--- config.mk ---
export PLATFORM = sky130hd
export DESIGN_NAME = pcr_top
export DESIGN_NICKNAME = d
export VERILOG_FILES = /design/src/pcr_pkg.sv /design/src/pcr_acc_if.sv /design/src/pcr_top.sv /design/src/pcr_sync.sv /design/src/pcr_port.sv
export SDC_FILE = /design/constraint.sdc
export NUM_CORES = 1
export LEC_CHECK = 0
export BUFFER_PORTS_ARGS = -buffer_cell sky130_fd_sc_hd__buf_4
export CORE_MARGIN = 1.5
export CORE_UTILIZATION = 45
export CTS_BUF_LIST = sky130_fd_sc_hd__clkbuf_2 sky130_fd_sc_hd__clkbuf_4 sky130_fd_sc_hd__clkbuf_8
export DETAILED_ROUTE_END_ITERATION = 12
export PLACE_DENSITY = 0.87
export SYNTH_ARGS = -nofsm -noshare
export SYNTH_HDL_FRONTEND = slang
export SYNTH_SLANG_ARGS = --single-unit
--- constraint.sdc ---
create_clock -name clock -period 2.6 [get_ports clock]
set_input_delay 0.13 -clock clock [delete_from_list [all_inputs] [get_ports clock]]
set_output_delay 0.13 -clock clock [all_outputs]
set_load 0.01 [all_outputs]
--- src/pcr_pkg.sv ---
package pcr_pkg;
  localparam int DW = 32;
  localparam int AW = 12;
  // Access offsets
  localparam logic [AW-1:0] PM_OFS = 12'h044;
  localparam logic [AW-1:0] RSV_LO = 12'h048;
  localparam logic [AW-1:0] RSV_HI = 12'h0FC;
  localparam logic [AW-1:0] CR_OFS = 12'h100;
  // Power state field
  localparam int PS_HI = 1;
  localparam int PS_LO = 0;
  localparam logic [1:0] PWR_D0 = 2'h0;
  localparam logic [1:0] PWR_D3 = 2'h3;
  // Control register fields
  localparam int KEY_HI = 31;
  localparam int KEY_LO = 24;
  localparam logic [7:0] CR_KEY = 8'hA5;
  localparam int B_SRB = 9;
  localparam int B_SWAP = 8;
  localparam int B_PUP = 7;
  localparam int B_ARB = 6;
  localparam int B_HSTRAP = 5;
  localparam int B_CSTRAP = 4;
  localparam int B_SERR = 3;
  localparam int B_INTA = 2;
  localparam int B_RST = 1;
  localparam int B_INIT = 0;
  // Command enables
  localparam int C_BM = 2;
  localparam int C_MEM = 1;
  localparam int C_IO = 0;
  localparam logic [DW-1:0] ZERO_W = 32'h0000_0000;
  localparam logic [1:0] STRAP_SETTLE = 2'h2;
  typedef enum logic [1:0] {
    PS_D0 = 2'h1,
    PS_D3 = 2'h2
  } pcr_pstate_type;
endpackage

--- src/pcr_acc_if.sv ---
`timescale 1ns/100ps
interface pcr_acc_if;
  import pcr_pkg::*;
  logic pm_wr;
  logic cr_wr;
  logic [DW-1:0] wdata;
  logic [DW-1:0] pm_rd;
  logic [DW-1:0] cr_rd;
  modport port (output pm_wr, output cr_wr, output wdata, input pm_rd, input cr_rd);
  modport core (input pm_wr, input cr_wr, input wdata, output pm_rd, output cr_rd);
endinterface

--- src/pcr_top.sv ---
`timescale 1ns/100ps
module pcr_top
  import pcr_pkg::*;
(
  // Clock and power-on reset
  input wire logic clock,
  input wire logic rst,
  // Software reset from controller logic
  input wire logic sw_rst,
  // Mode strap pins
  input wire logic host_bridge_strap_pin,
  input wire logic bus_clock_strap_pin,
  // Command register enables and system error enable
  input wire logic [2:0] cmd_enables,
  input wire logic cmd_serr_en,
  // Local peripheral bus access
  input wire logic lb_req,
  input wire logic lb_we,
  input wire logic [AW-1:0] lb_addr,
  input wire logic [DW-1:0] lb_wdata,
  output logic [DW-1:0] lb_rdata_r,
  output logic lb_ack_r,
  // PCI bus access
  input wire logic pci_req,
  input wire logic pci_we,
  input wire logic [AW-1:0] pci_addr,
  input wire logic [DW-1:0] pci_wdata,
  output logic [DW-1:0] pci_rdata_r,
  output logic pci_ack_r,
  // Gated enables
  output logic bus_master_en_r,
  output logic mem_space_en_r,
  output logic io_space_en_r,
  // Controller mode outputs
  output logic is_host_r,
  output logic single_read_buffer_r,
  output logic pio_swap_select_r,
  output logic signal_pullup_off_r,
  output logic arb_rotate_r,
  output logic grant_hold_r,
  output logic retry_r,
  output logic internal_init_r,
  output logic bus_reset_output_n_r,
  // Open-drain pins, low when enabled
  output logic inta_o,
  output logic inta_oe_r,
  output logic serr_o,
  output logic serr_oe_r
);
  // ****************************************
  // Strap capture
  // ****************************************
  logic hstrap_sync;
  logic cstrap_sync;
  logic [1:0] cap_cnt_r;
  logic cap_done_r;
  logic host_bridge_strap_r;
  logic bus_clock_strap_r;
  logic is_host;

  pcr_sync u_hsync
  (
    .clock(clock),
    .rst(rst),
    .d(host_bridge_strap_pin),
    .q_r(hstrap_sync)
  );

  pcr_sync u_csync
  (
    .clock(clock),
    .rst(rst),
    .d(bus_clock_strap_pin),
    .q_r(cstrap_sync)
  );

  // Sample once the synchroniser holds post-release pin levels
  always_ff @(posedge clock or posedge rst)
  begin
    if (rst)
    begin
      cap_cnt_r <= 2'h0;
      cap_done_r <= 1'b0;
      host_bridge_strap_r <= 1'b0;
      bus_clock_strap_r <= 1'b0;
    end
    else if (!cap_done_r)
    begin
      cap_cnt_r <= cap_cnt_r + 2'h1;
      if (cap_cnt_r == STRAP_SETTLE)
      begin
        cap_done_r <= 1'b1;
        host_bridge_strap_r <= hstrap_sync;
        bus_clock_strap_r <= cstrap_sync;
      end
    end
  end

  // Strap zero enables the host bridge
  assign is_host = !host_bridge_strap_r;

  // ****************************************
  // Access ports
  // ****************************************
  pcr_acc_if lb_if ();
  pcr_acc_if pci_if ();

  pcr_port u_lb
  (
    .clock(clock),
    .rst(rst),
    .req(lb_req),
    .we(lb_we),
    .addr(lb_addr),
    .wdata(lb_wdata),
    .rdata_r(lb_rdata_r),
    .ack_r(lb_ack_r),
    .acc(lb_if.port)
  );

  pcr_port u_pci
  (
    .clock(clock),
    .rst(rst),
    .req(pci_req),
    .we(pci_we),
    .addr(pci_addr),
    .wdata(pci_wdata),
    .rdata_r(pci_rdata_r),
    .ack_r(pci_ack_r),
    .acc(pci_if.port)
  );

  // ****************************************
  // Power state
  // ****************************************
  pcr_pstate_type pstate_r;
  logic pm_wr;
  logic [1:0] pm_field;
  logic [1:0] pm_cur;

  // PCI wins when both sides write in one cycle
  assign pm_wr = (lb_if.pm_wr || pci_if.pm_wr) && !is_host;
  assign pm_field = pci_if.pm_wr ? pci_if.wdata[PS_HI:PS_LO] : lb_if.wdata[PS_HI:PS_LO];
  assign pm_cur = (pstate_r == PS_D3) ? PWR_D3 : PWR_D0;

  always_ff @(posedge clock or posedge rst)
  begin
    if (rst)
      pstate_r <= PS_D0;
    else if (sw_rst)
      pstate_r <= PS_D0;
    else if (pm_wr)
    begin
      // D1 and D2 fall through and hold the state
      if (pm_field == PWR_D3)
        pstate_r <= PS_D3;
      else if (pm_field == PWR_D0)
        pstate_r <= PS_D0;
    end
  end

  // Only the power state bits are live
  assign lb_if.pm_rd = is_host ? ZERO_W : {30'h0000_0000, pm_cur};
  assign pci_if.pm_rd = lb_if.pm_rd;

  // ****************************************
  // Control register
  // ****************************************
  logic lb_key_wr;
  logic pci_key_wr;
  logic init_r;
  logic inta_bit_r;
  logic arb_sel_r;
  logic pullup_r;
  logic swap_r;
  logic srb_r;
  logic bus_reset_ctrl_r;
  logic [DW-1:0] cr_value;

  assign lb_key_wr = lb_if.cr_wr && lb_if.wdata[KEY_HI:KEY_LO] == CR_KEY;
  assign pci_key_wr = pci_if.cr_wr && pci_if.wdata[KEY_HI:KEY_LO] == CR_KEY;

  // Local side bits; the PCI side cannot reach these
  always_ff @(posedge clock or posedge rst)
  begin
    if (rst)
    begin
      init_r <= 1'b0;
      inta_bit_r <= 1'b0;
      arb_sel_r <= 1'b0;
      pullup_r <= 1'b0;
    end
    else if (sw_rst)
    begin
      init_r <= 1'b0;
      inta_bit_r <= 1'b0;
      arb_sel_r <= 1'b0;
      pullup_r <= 1'b0;
    end
    else if (lb_key_wr)
    begin
      init_r <= lb_if.wdata[B_INIT];
      inta_bit_r <= lb_if.wdata[B_INTA];
      arb_sel_r <= lb_if.wdata[B_ARB];
      pullup_r <= lb_if.wdata[B_PUP];
    end
  end

  // Bits writable from both sides, PCI first so it wins a tie
  always_ff @(posedge clock or posedge rst)
  begin
    if (rst)
    begin
      srb_r <= 1'b0;
      swap_r <= 1'b0;
    end
    else if (sw_rst)
    begin
      srb_r <= 1'b0;
      swap_r <= 1'b0;
    end
    else if (pci_key_wr)
    begin
      srb_r <= pci_if.wdata[B_SRB];
      swap_r <= pci_if.wdata[B_SWAP];
    end
    else if (lb_key_wr)
    begin
      srb_r <= lb_if.wdata[B_SRB];
      swap_r <= lb_if.wdata[B_SWAP];
    end
  end

  // Bus reset bit survives software reset
  always_ff @(posedge clock or posedge rst)
  begin
    if (rst)
      bus_reset_ctrl_r <= 1'b0;
    else if (lb_key_wr)
      bus_reset_ctrl_r <= lb_if.wdata[B_RST];
  end

  always_comb
  begin
    cr_value = ZERO_W;
    cr_value[B_SRB] = srb_r;
    cr_value[B_SWAP] = swap_r;
    cr_value[B_PUP] = pullup_r;
    cr_value[B_ARB] = arb_sel_r;
    cr_value[B_HSTRAP] = host_bridge_strap_r;
    cr_value[B_CSTRAP] = bus_clock_strap_r;
    cr_value[B_INTA] = inta_bit_r;
    cr_value[B_RST] = bus_reset_ctrl_r;
    cr_value[B_INIT] = init_r;
  end

  assign lb_if.cr_rd = cr_value;
  assign pci_if.cr_rd = cr_value;

  // ****************************************
  // Pin and mode outputs
  // ****************************************
  // Error strobe is a single-cycle open-drain drive
  always_ff @(posedge clock or posedge rst)
  begin
    if (rst)
      serr_oe_r <= 1'b0;
    else
      serr_oe_r <= !sw_rst && lb_key_wr && lb_if.wdata[B_SERR] && cmd_serr_en;
  end

  always_ff @(posedge clock or posedge rst)
  begin
    if (rst)
    begin
      bus_master_en_r <= 1'b0;
      mem_space_en_r <= 1'b0;
      io_space_en_r <= 1'b0;
    end
    else
    begin
      bus_master_en_r <= cmd_enables[C_BM] && pstate_r == PS_D0;
      mem_space_en_r <= cmd_enables[C_MEM] && pstate_r == PS_D0;
      io_space_en_r <= cmd_enables[C_IO] && pstate_r == PS_D0;
    end
  end

  always_ff @(posedge clock or posedge rst)
  begin
    if (rst)
    begin
      is_host_r <= 1'b0;
      single_read_buffer_r <= 1'b0;
      pio_swap_select_r <= 1'b0;
      signal_pullup_off_r <= 1'b0;
      arb_rotate_r <= 1'b0;
      grant_hold_r <= 1'b0;
      retry_r <= 1'b0;
      internal_init_r <= 1'b0;
      bus_reset_output_n_r <= 1'b1;
      inta_oe_r <= 1'b0;
    end
    else
    begin
      is_host_r <= is_host;
      single_read_buffer_r <= srb_r;
      pio_swap_select_r <= swap_r;
      signal_pullup_off_r <= pullup_r;
      arb_rotate_r <= arb_sel_r && is_host;
      grant_hold_r <= !init_r && is_host;
      retry_r <= !init_r && !is_host;
      internal_init_r <= bus_reset_ctrl_r && is_host;
      bus_reset_output_n_r <= !(bus_reset_ctrl_r && is_host);
      inta_oe_r <= inta_bit_r && !is_host;
    end
  end

  // Open-drain pins only ever pull low
  assign inta_o = 1'b0;
  assign serr_o = 1'b0;
endmodule

--- src/pcr_sync.sv ---
`timescale 1ns/100ps
module pcr_sync
(
  // Clock and reset
  input wire logic clock,
  input wire logic rst,
  // Level
  input wire logic d,
  output logic q_r
);
  logic meta_r;

  always_ff @(posedge clock or posedge rst)
  begin
    if (rst)
    begin
      meta_r <= 1'b0;
      q_r <= 1'b0;
    end
    else
    begin
      meta_r <= d;
      q_r <= meta_r;
    end
  end
endmodule

--- src/pcr_port.sv ---
`timescale 1ns/100ps
module pcr_port
  import pcr_pkg::*;
(
  // Clock and reset
  input wire logic clock,
  input wire logic rst,
  // Access request
  input wire logic req,
  input wire logic we,
  input wire logic [AW-1:0] addr,
  input wire logic [DW-1:0] wdata,
  // Answer
  output logic [DW-1:0] rdata_r,
  output logic ack_r,
  // To register core
  pcr_acc_if.port acc
);
  assign acc.pm_wr = req && we && (addr == PM_OFS);
  assign acc.cr_wr = req && we && (addr == CR_OFS);
  assign acc.wdata = wdata;

  always_ff @(posedge clock or posedge rst)
  begin
    if (rst)
    begin
      rdata_r <= ZERO_W;
      ack_r <= 1'b0;
    end
    else
    begin
      ack_r <= req;
      if (req && !we)
      begin
        // Reserved window and unmapped offsets read as zero
        if (addr == PM_OFS)
          rdata_r <= acc.pm_rd;
        else if (addr == CR_OFS)
          rdata_r <= acc.cr_rd;
        else
          rdata_r <= ZERO_W;
      end
    end
  end
endmodule

; ---- Word level (Yosys, flattened, before mapping)
; Cells that the tools add are included.
; W data, S select, Z words.
[word_totals]
word_cells = 109
ramBits = 0
latch_bits = 0
rom_bits = 0
inputBits = 101
regBits = 98
n_memories = 0
[op_classes]
bitwise = 1
n_shift = 0
n_mux = 27
n_addsub = 1
order_cmp = 0
n_reduce_logical = 36
n_mul = 0
div_mod_pow = 0
eq_ne = 10
[op_table]
columns = op, count
row1 = $mux W32, 2
row2 = $eq A12 B7 Y1 const B, 2
row3 = $eq A12 B9 Y1 const B, 2
row4 = $logic_and A1 B1 Y1, 22
row5 = $mux W10, 2
row6 = $eq A8 B8 Y1 const B, 2
row7 = $mux W1, 16
row8 = $mux W2, 7
row9 = $eq A2 B2 Y1 const B, 3
row10 = $logic_not A1 Y1, 6
row11 = $reduce_bool A3 Y1, 2
row12 = $reduce_and A2 Y1, 2
row13 = $reduce_bool A2 Y1, 2
row14 = $add A2 B1 Y2 const B, 1
row15 = $eq A2 B1 Y1 const B, 1
row16 = $logic_not A2 Y1, 1
row17 = $logic_or A1 B1 Y1, 1
row18 = $not A1 Y1, 1

; ---- Depth between registers and ports, before layout
[depth]
ltp_word = 8
ltp_mapped = 5
depth_no_buf = 5

; ---- Modules after synthesis
; A second synthesis with hierarchy kept.
[hier_totals]
cells_unflattened = 493
hier_area_um2 = 5286.3
[by_module_without_submodules]
columns = mod, seq_area_each_um2, cells_per_inst, area_each_um2, n_inst
row1 = pcr_port, 825.8, 191, 1989.4, 2
row2 = pcr_top, 703.2, 105, 1199.9, 1
row3 = pcr_sync, 50.0, 3, 53.8, 2

; ---- Worst setup path after synthesis
; OpenSTA, ideal clock, no wires.
[synth_timing]
kind = input port to flip-flop
from = input lb_addr[1]
to = register pstate_r[1]
t_arrival_ns = 1.282
cell_stages = 4
path_slack_ns = 1.253
cell_sequence = or4_1 or3_1 nor4_2 o211a_1
[synth_via]
elab_chain_cells = 6
[synth_lines]
columns = item, line
row1 = "start, declared", pcr_top.sv:19  ; input wire logic [AW-1:0] lb_addr,
row2 = $eq A12 B7 Y1, pcr_port.sv:19  ; assign acc.pm_wr = req && we && (addr == PM_OFS);
row3 = $logic_and A1 B1 Y1, pcr_port.sv:19
row4 = $logic_or A1 B1 Y1, pcr_top.sv:143  ; assign pm_wr = (lb_if.pm_wr || pci_if.pm_wr) && !is_host;
row5 = $logic_and A1 B1 Y1, pcr_top.sv:143
row6 = $reduce_bool A2 Y1 (no source line), --
row7 = $reduce_and A2 Y1 (no source line), --
row8 = "end signal, assigned", pcr_top.sv:150  ; pstate_r <= PS_D0;
row9 = "end signal, assigned", pcr_top.sv:152  ; pstate_r <= PS_D0;
row10 = "end signal, assigned", pcr_top.sv:157  ; pstate_r <= PS_D3;
row11 = "end, declared", pcr_top.sv:137  ; pcr_pstate_type pstate_r;
; Every way passes these cells.
; A chain may end at the register's enable or synchronous reset.

; ---- Worst setup path after layout
[layout_timing]
from = input pci_req
to = register u_pci.rdata_r[8]
[layout_via]
elab_chain_cells = 1
[layout_lines]
columns = item, line
row1 = "start, declared", pcr_top.sv:24  ; input wire logic pci_req,
row2 = $logic_and A1 B1 Y1, pcr_port.sv:33  ; if (req && !we)
row3 = "end signal, assigned", pcr_port.sv:37  ; rdata_r <= acc.pm_rd;
row4 = "end signal, assigned", pcr_port.sv:39  ; rdata_r <= acc.cr_rd;
row5 = "end, declared", pcr_port.sv:14  ; output logic [DW-1:0] rdata_r,
; Every way passes these cells.

==> flow_metrics.env <==
export IMPL_core_area_um2=5507
export IMPL_seq_area_frac_synth_pct=50.98
export IMPL_vias=2029
export IMPL_first_iter_violations=96
export IMPL_synthCells=235
export IMPL_postCtsResizedCells=0
export IMPL_tightest_slew_ns=1.041
export IMPL_stdcell_count=409
export IMPL_fp_dieArea_um2=6144
export IMPL_p_total_uw=1443
export IMPL_clk_pin_slew_worst_paths_ns=0.09
export IMPL_root_buffer="clkbuf_8"
export IMPL_cp_slowest_stage_delay_ns=0.53
export IMPL_cts_tree="done"
export IMPL_synth_edf_count=0
export IMPL_synthToLayoutAreaGrowth_pct=28.91
export IMPL_worst_path_buf_inv=2
export IMPL_dp_hpwl_mm=4.520
export IMPL_grt_max_degree=53
export IMPL_place_area_um2=3176
export IMPL_holdPathStages=2
export IMPL_num_antenna_cells=0
export IMPL_slowest_stage="dlygate4sd3_1"
export IMPL_ios=183
export IMPL_rr_startpoint="host_bridge_strap_r$_DFFE_PP0P_"
export IMPL_post_cts_buffers=0
export IMPL_crit_arrival_ns=1.75
export IMPL_avgViaCountPerCell=4.961
export IMPL_die_y_um=78.39
export IMPL_cpLargestDelayFamily="simple AND/OR/NAND/NOR gates"
export IMPL_drive_gt1_share_pct=35.61
export IMPL_final_area_um2=3297
export IMPL_grtUsageTotal_pct=19.69
export IMPL_cp_max_fo=12
export IMPL_p_leak_uw=0.001625
export IMPL_max_freq_mhz=663.8
export IMPL_status="complete, no violations"
export IMPL_critPathRequiredTime_ns=2.85
export IMPL_cap_viol_max_count=0
export IMPL_synthFlopType="dfrtp_1"
export IMPL_setup_viol=0
export IMPL_wl_mm=5.736
export IMPL_h_tree_depth=2
export IMPL_grt_pass1_wl_mm=9.252
export IMPL_peakVddDrop_mv=0.2436
export IMPL_dp_cells=398
export IMPL_worstSkewPairLatency_ns=0.30
export IMPL_relSlewSlack_pct=30.50
export IMPL_finalHoldViolCount=0
export IMPL_cellPowerDensity_nw_per_um2=437.8
export IMPL_end_kind="flip-flop"
export IMPL_drt_pass1_iter_count=6
export IMPL_fin_worst_skew_ns=0.01030
export IMPL_drt_wirelength_per_cell_um=14.02
export IMPL_cts_inserted_buffers=5
export IMPL_slew_viol_final=0
export IMPL_clock_path_buffers=2
export IMPL_grt_pass1_vias=1886
export IMPL_rsz0062_at_grt="false"
export IMPL_synth_ff_latch_count=52
export IMPL_whs_endpoint="mem_space_en_r$_DFF_PP0_"
export IMPL_yosys_warnings=0
export IMPL_fin_crit_sh_pct=57.94
export IMPL_async_reset_ff_share_pct=100.0
export IMPL_grt_antenna_before_repair=0
export IMPL_drc_errors=0
export IMPL_hp_start="cmd_enables[1]"
export IMPL_clock_sinks=52
export IMPL_crit_type="in -> reg"
export IMPL_startpoint_type="primary input"
export IMPL_drtAntennaViolNets=0
export IMPL_post_synth_cell_area_avg_um2=10.88
export IMPL_netlist_area_um2=2557
export IMPL_overflow=0
export IMPL_crit_chain="dlygate4sd3_1 -> buf_4 -> nand2b_1 -> nor3_2 -> a22o_1"
export IMPL_fp_row_count=27
export IMPL_synth_cell_types=47
export IMPL_r2r_cells=4
export IMPL_min_period_ns=1.507
export IMPL_r2r_slack_ns=1.17
export IMPL_initial_utilization_pct=46.44
export IMPL_setup_tns_ns=0
export IMPL_hold_class="in -> reg"
export IMPL_num_fill_cells=474
export IMPL_place_congestion=0.8165
export IMPL_r2r_end="pstate_r[1]$_DFFE_PP0P_"
export IMPL_nets=439
export IMPL_io_buffers=98
export IMPL_die_w_um=78.39
sequential cells by signal, indices dropped and copies added, names as in the netlist, 2 cells and up:
signal	count
cap_cnt_r	2
pstate_r	2
u_lb.rdata_r	9
u_pci.rdata_r	9
worst reg2reg max path, cell delays in order, from the launching register on:
cell     delay, ns
dfrtp_1       0.57
nor2b_1       0.23
nand3_1       0.11
nor4_2        0.28
o211a_1       0.19
layout by cell type, fill, tap and decap left out, types with 5 or more instances in the layout:
| cell | count |
|---|---|
| and2_1 | 5 |
| a22o_1 | 14 |
| nor2_1 | 7 |
| clkbuf_8 | 5 |
| dfrtp_1 | 50 |
| nand3_1 | 10 |
| a21oi_1 | 8 |
| conb_1 | 48 |
| nor3_1 | 5 |
| buf_4 | 98 |
| o21ai_0 | 7 |
| nand2_1 | 14 |
final cells by class:
| type | instances | area [µm²] | share of cell area [%] |
|---|---|---|---|
| multi-input combinational | 172 | 1031 | 31.27 |
| sequential | 52 | 1304 | 39.54 |
| inverter | 4 | 15.01 | 0.4554 |
| tap | 72 | 90.09 | 2.732 |
| clock inverter | 2 | 12.51 | 0.3795 |
| clock buffer | 5 | 68.82 | 2.087 |
| timing repair buffer | 102 | 775.7 | 23.53 |
cells by family after synthesis:
kind of cell | share of synthesized area (%)
XOR/XNOR | 0.3425
buffers and inverters | 15.61
flip-flops | 50.98
AND/OR/NAND/NOR | 20.01
AO/OA/AOI/OAI | 11.99
multiplexers | 0.4403
other | 0.1466
adder cells (fa/ha/maj) | 0.4892
synthesized netlist by cell type, types with 3 or more instances:
cell | count | area, µm²
dfrtp_1 | 50 | 1251
buf_4 | 48 | 360.4
a22o_1 | 14 | 122.6
nand2_1 | 14 | 52.55
nand3_1 | 10 | 50.05
a21oi_1 | 8 | 40.04
nor2_1 | 7 | 26.28
o21ai_0 | 7 | 35.03
and2_1 | 5 | 31.28
clkbuf_1 | 5 | 18.77
nor3_1 | 5 | 25.02
inv_1 | 4 | 15.01
nand4_1 | 4 | 25.02
nor2b_1 | 4 | 25.02
nor4bb_1 | 4 | 40.04
o31ai_1 | 4 | 30.03
and4_1 | 3 | 26.28
nor4_1 | 3 | 18.77
o21ai_1 | 3 | 15.01
metal layers:
metal	GRT usage, %	share of wire (%)	vias up
met3	4.070	7.3	11
met5	0	0	-
li1	-	-	945
met1	23.80	39	972
met4	7.321	2.0	0
met2	34.52	52	101
metrics by stage:
| stage | worst slack [ns] | utilization, % | hold slack (ns) |
|---|---|---|---|
| 3_3_place_gp | 0.9987 | 57.67 | 0.2410 |
| 2_1_floorplan | 1.215 | - | 0.1614 |
| 5_1_grt | 0.9381 | 59.87 | 0.03968 |
| 3_5_place_dp | 0.9799 | 57.67 | 0.2411 |
| 6_report | 1.093 | 59.87 | 0.03453 |
| 4_1_cts | 1.111 | 59.87 | 0.03174 |
power by group:
part / total [µW] / switching [µW] / internal (µW)
Combinational: 185 / 98.9 / 85.8
Clock: 433 / 250 / 183
Sequential: 826 / 6.49 / 819
worst max path at each step:
stage,start,endpoint,slack [ns],cells past startpoint
2_1_floorplan,rst,arb_rotate_r$_DFF_PP0_,1.22,1
3_3_place_gp,lb_addr[1],u_lb.rdata_r[2]$_DFFE_PP0P_,1.0,5
3_5_place_dp,lb_addr[1],u_lb.rdata_r[4]$_DFFE_PP0P_,0.98,5
4_1_cts,pci_req,u_pci.rdata_r[8]$_DFFE_PP0P_,1.11,5
5_1_grt,pci_req,u_pci.rdata_r[6]$_DFFE_PP0P_,0.94,5
6_report,pci_req,u_pci.rdata_r[8]$_DFFE_PP0P_,1.09,5
what timing repair did:
action | in CTS | in global routing
hold buffers | 4 | 0
hold endpoints to repair | 4 | 0
setup endpoints to repair | 0 | 0
Power figures use the tool's default switching activity.
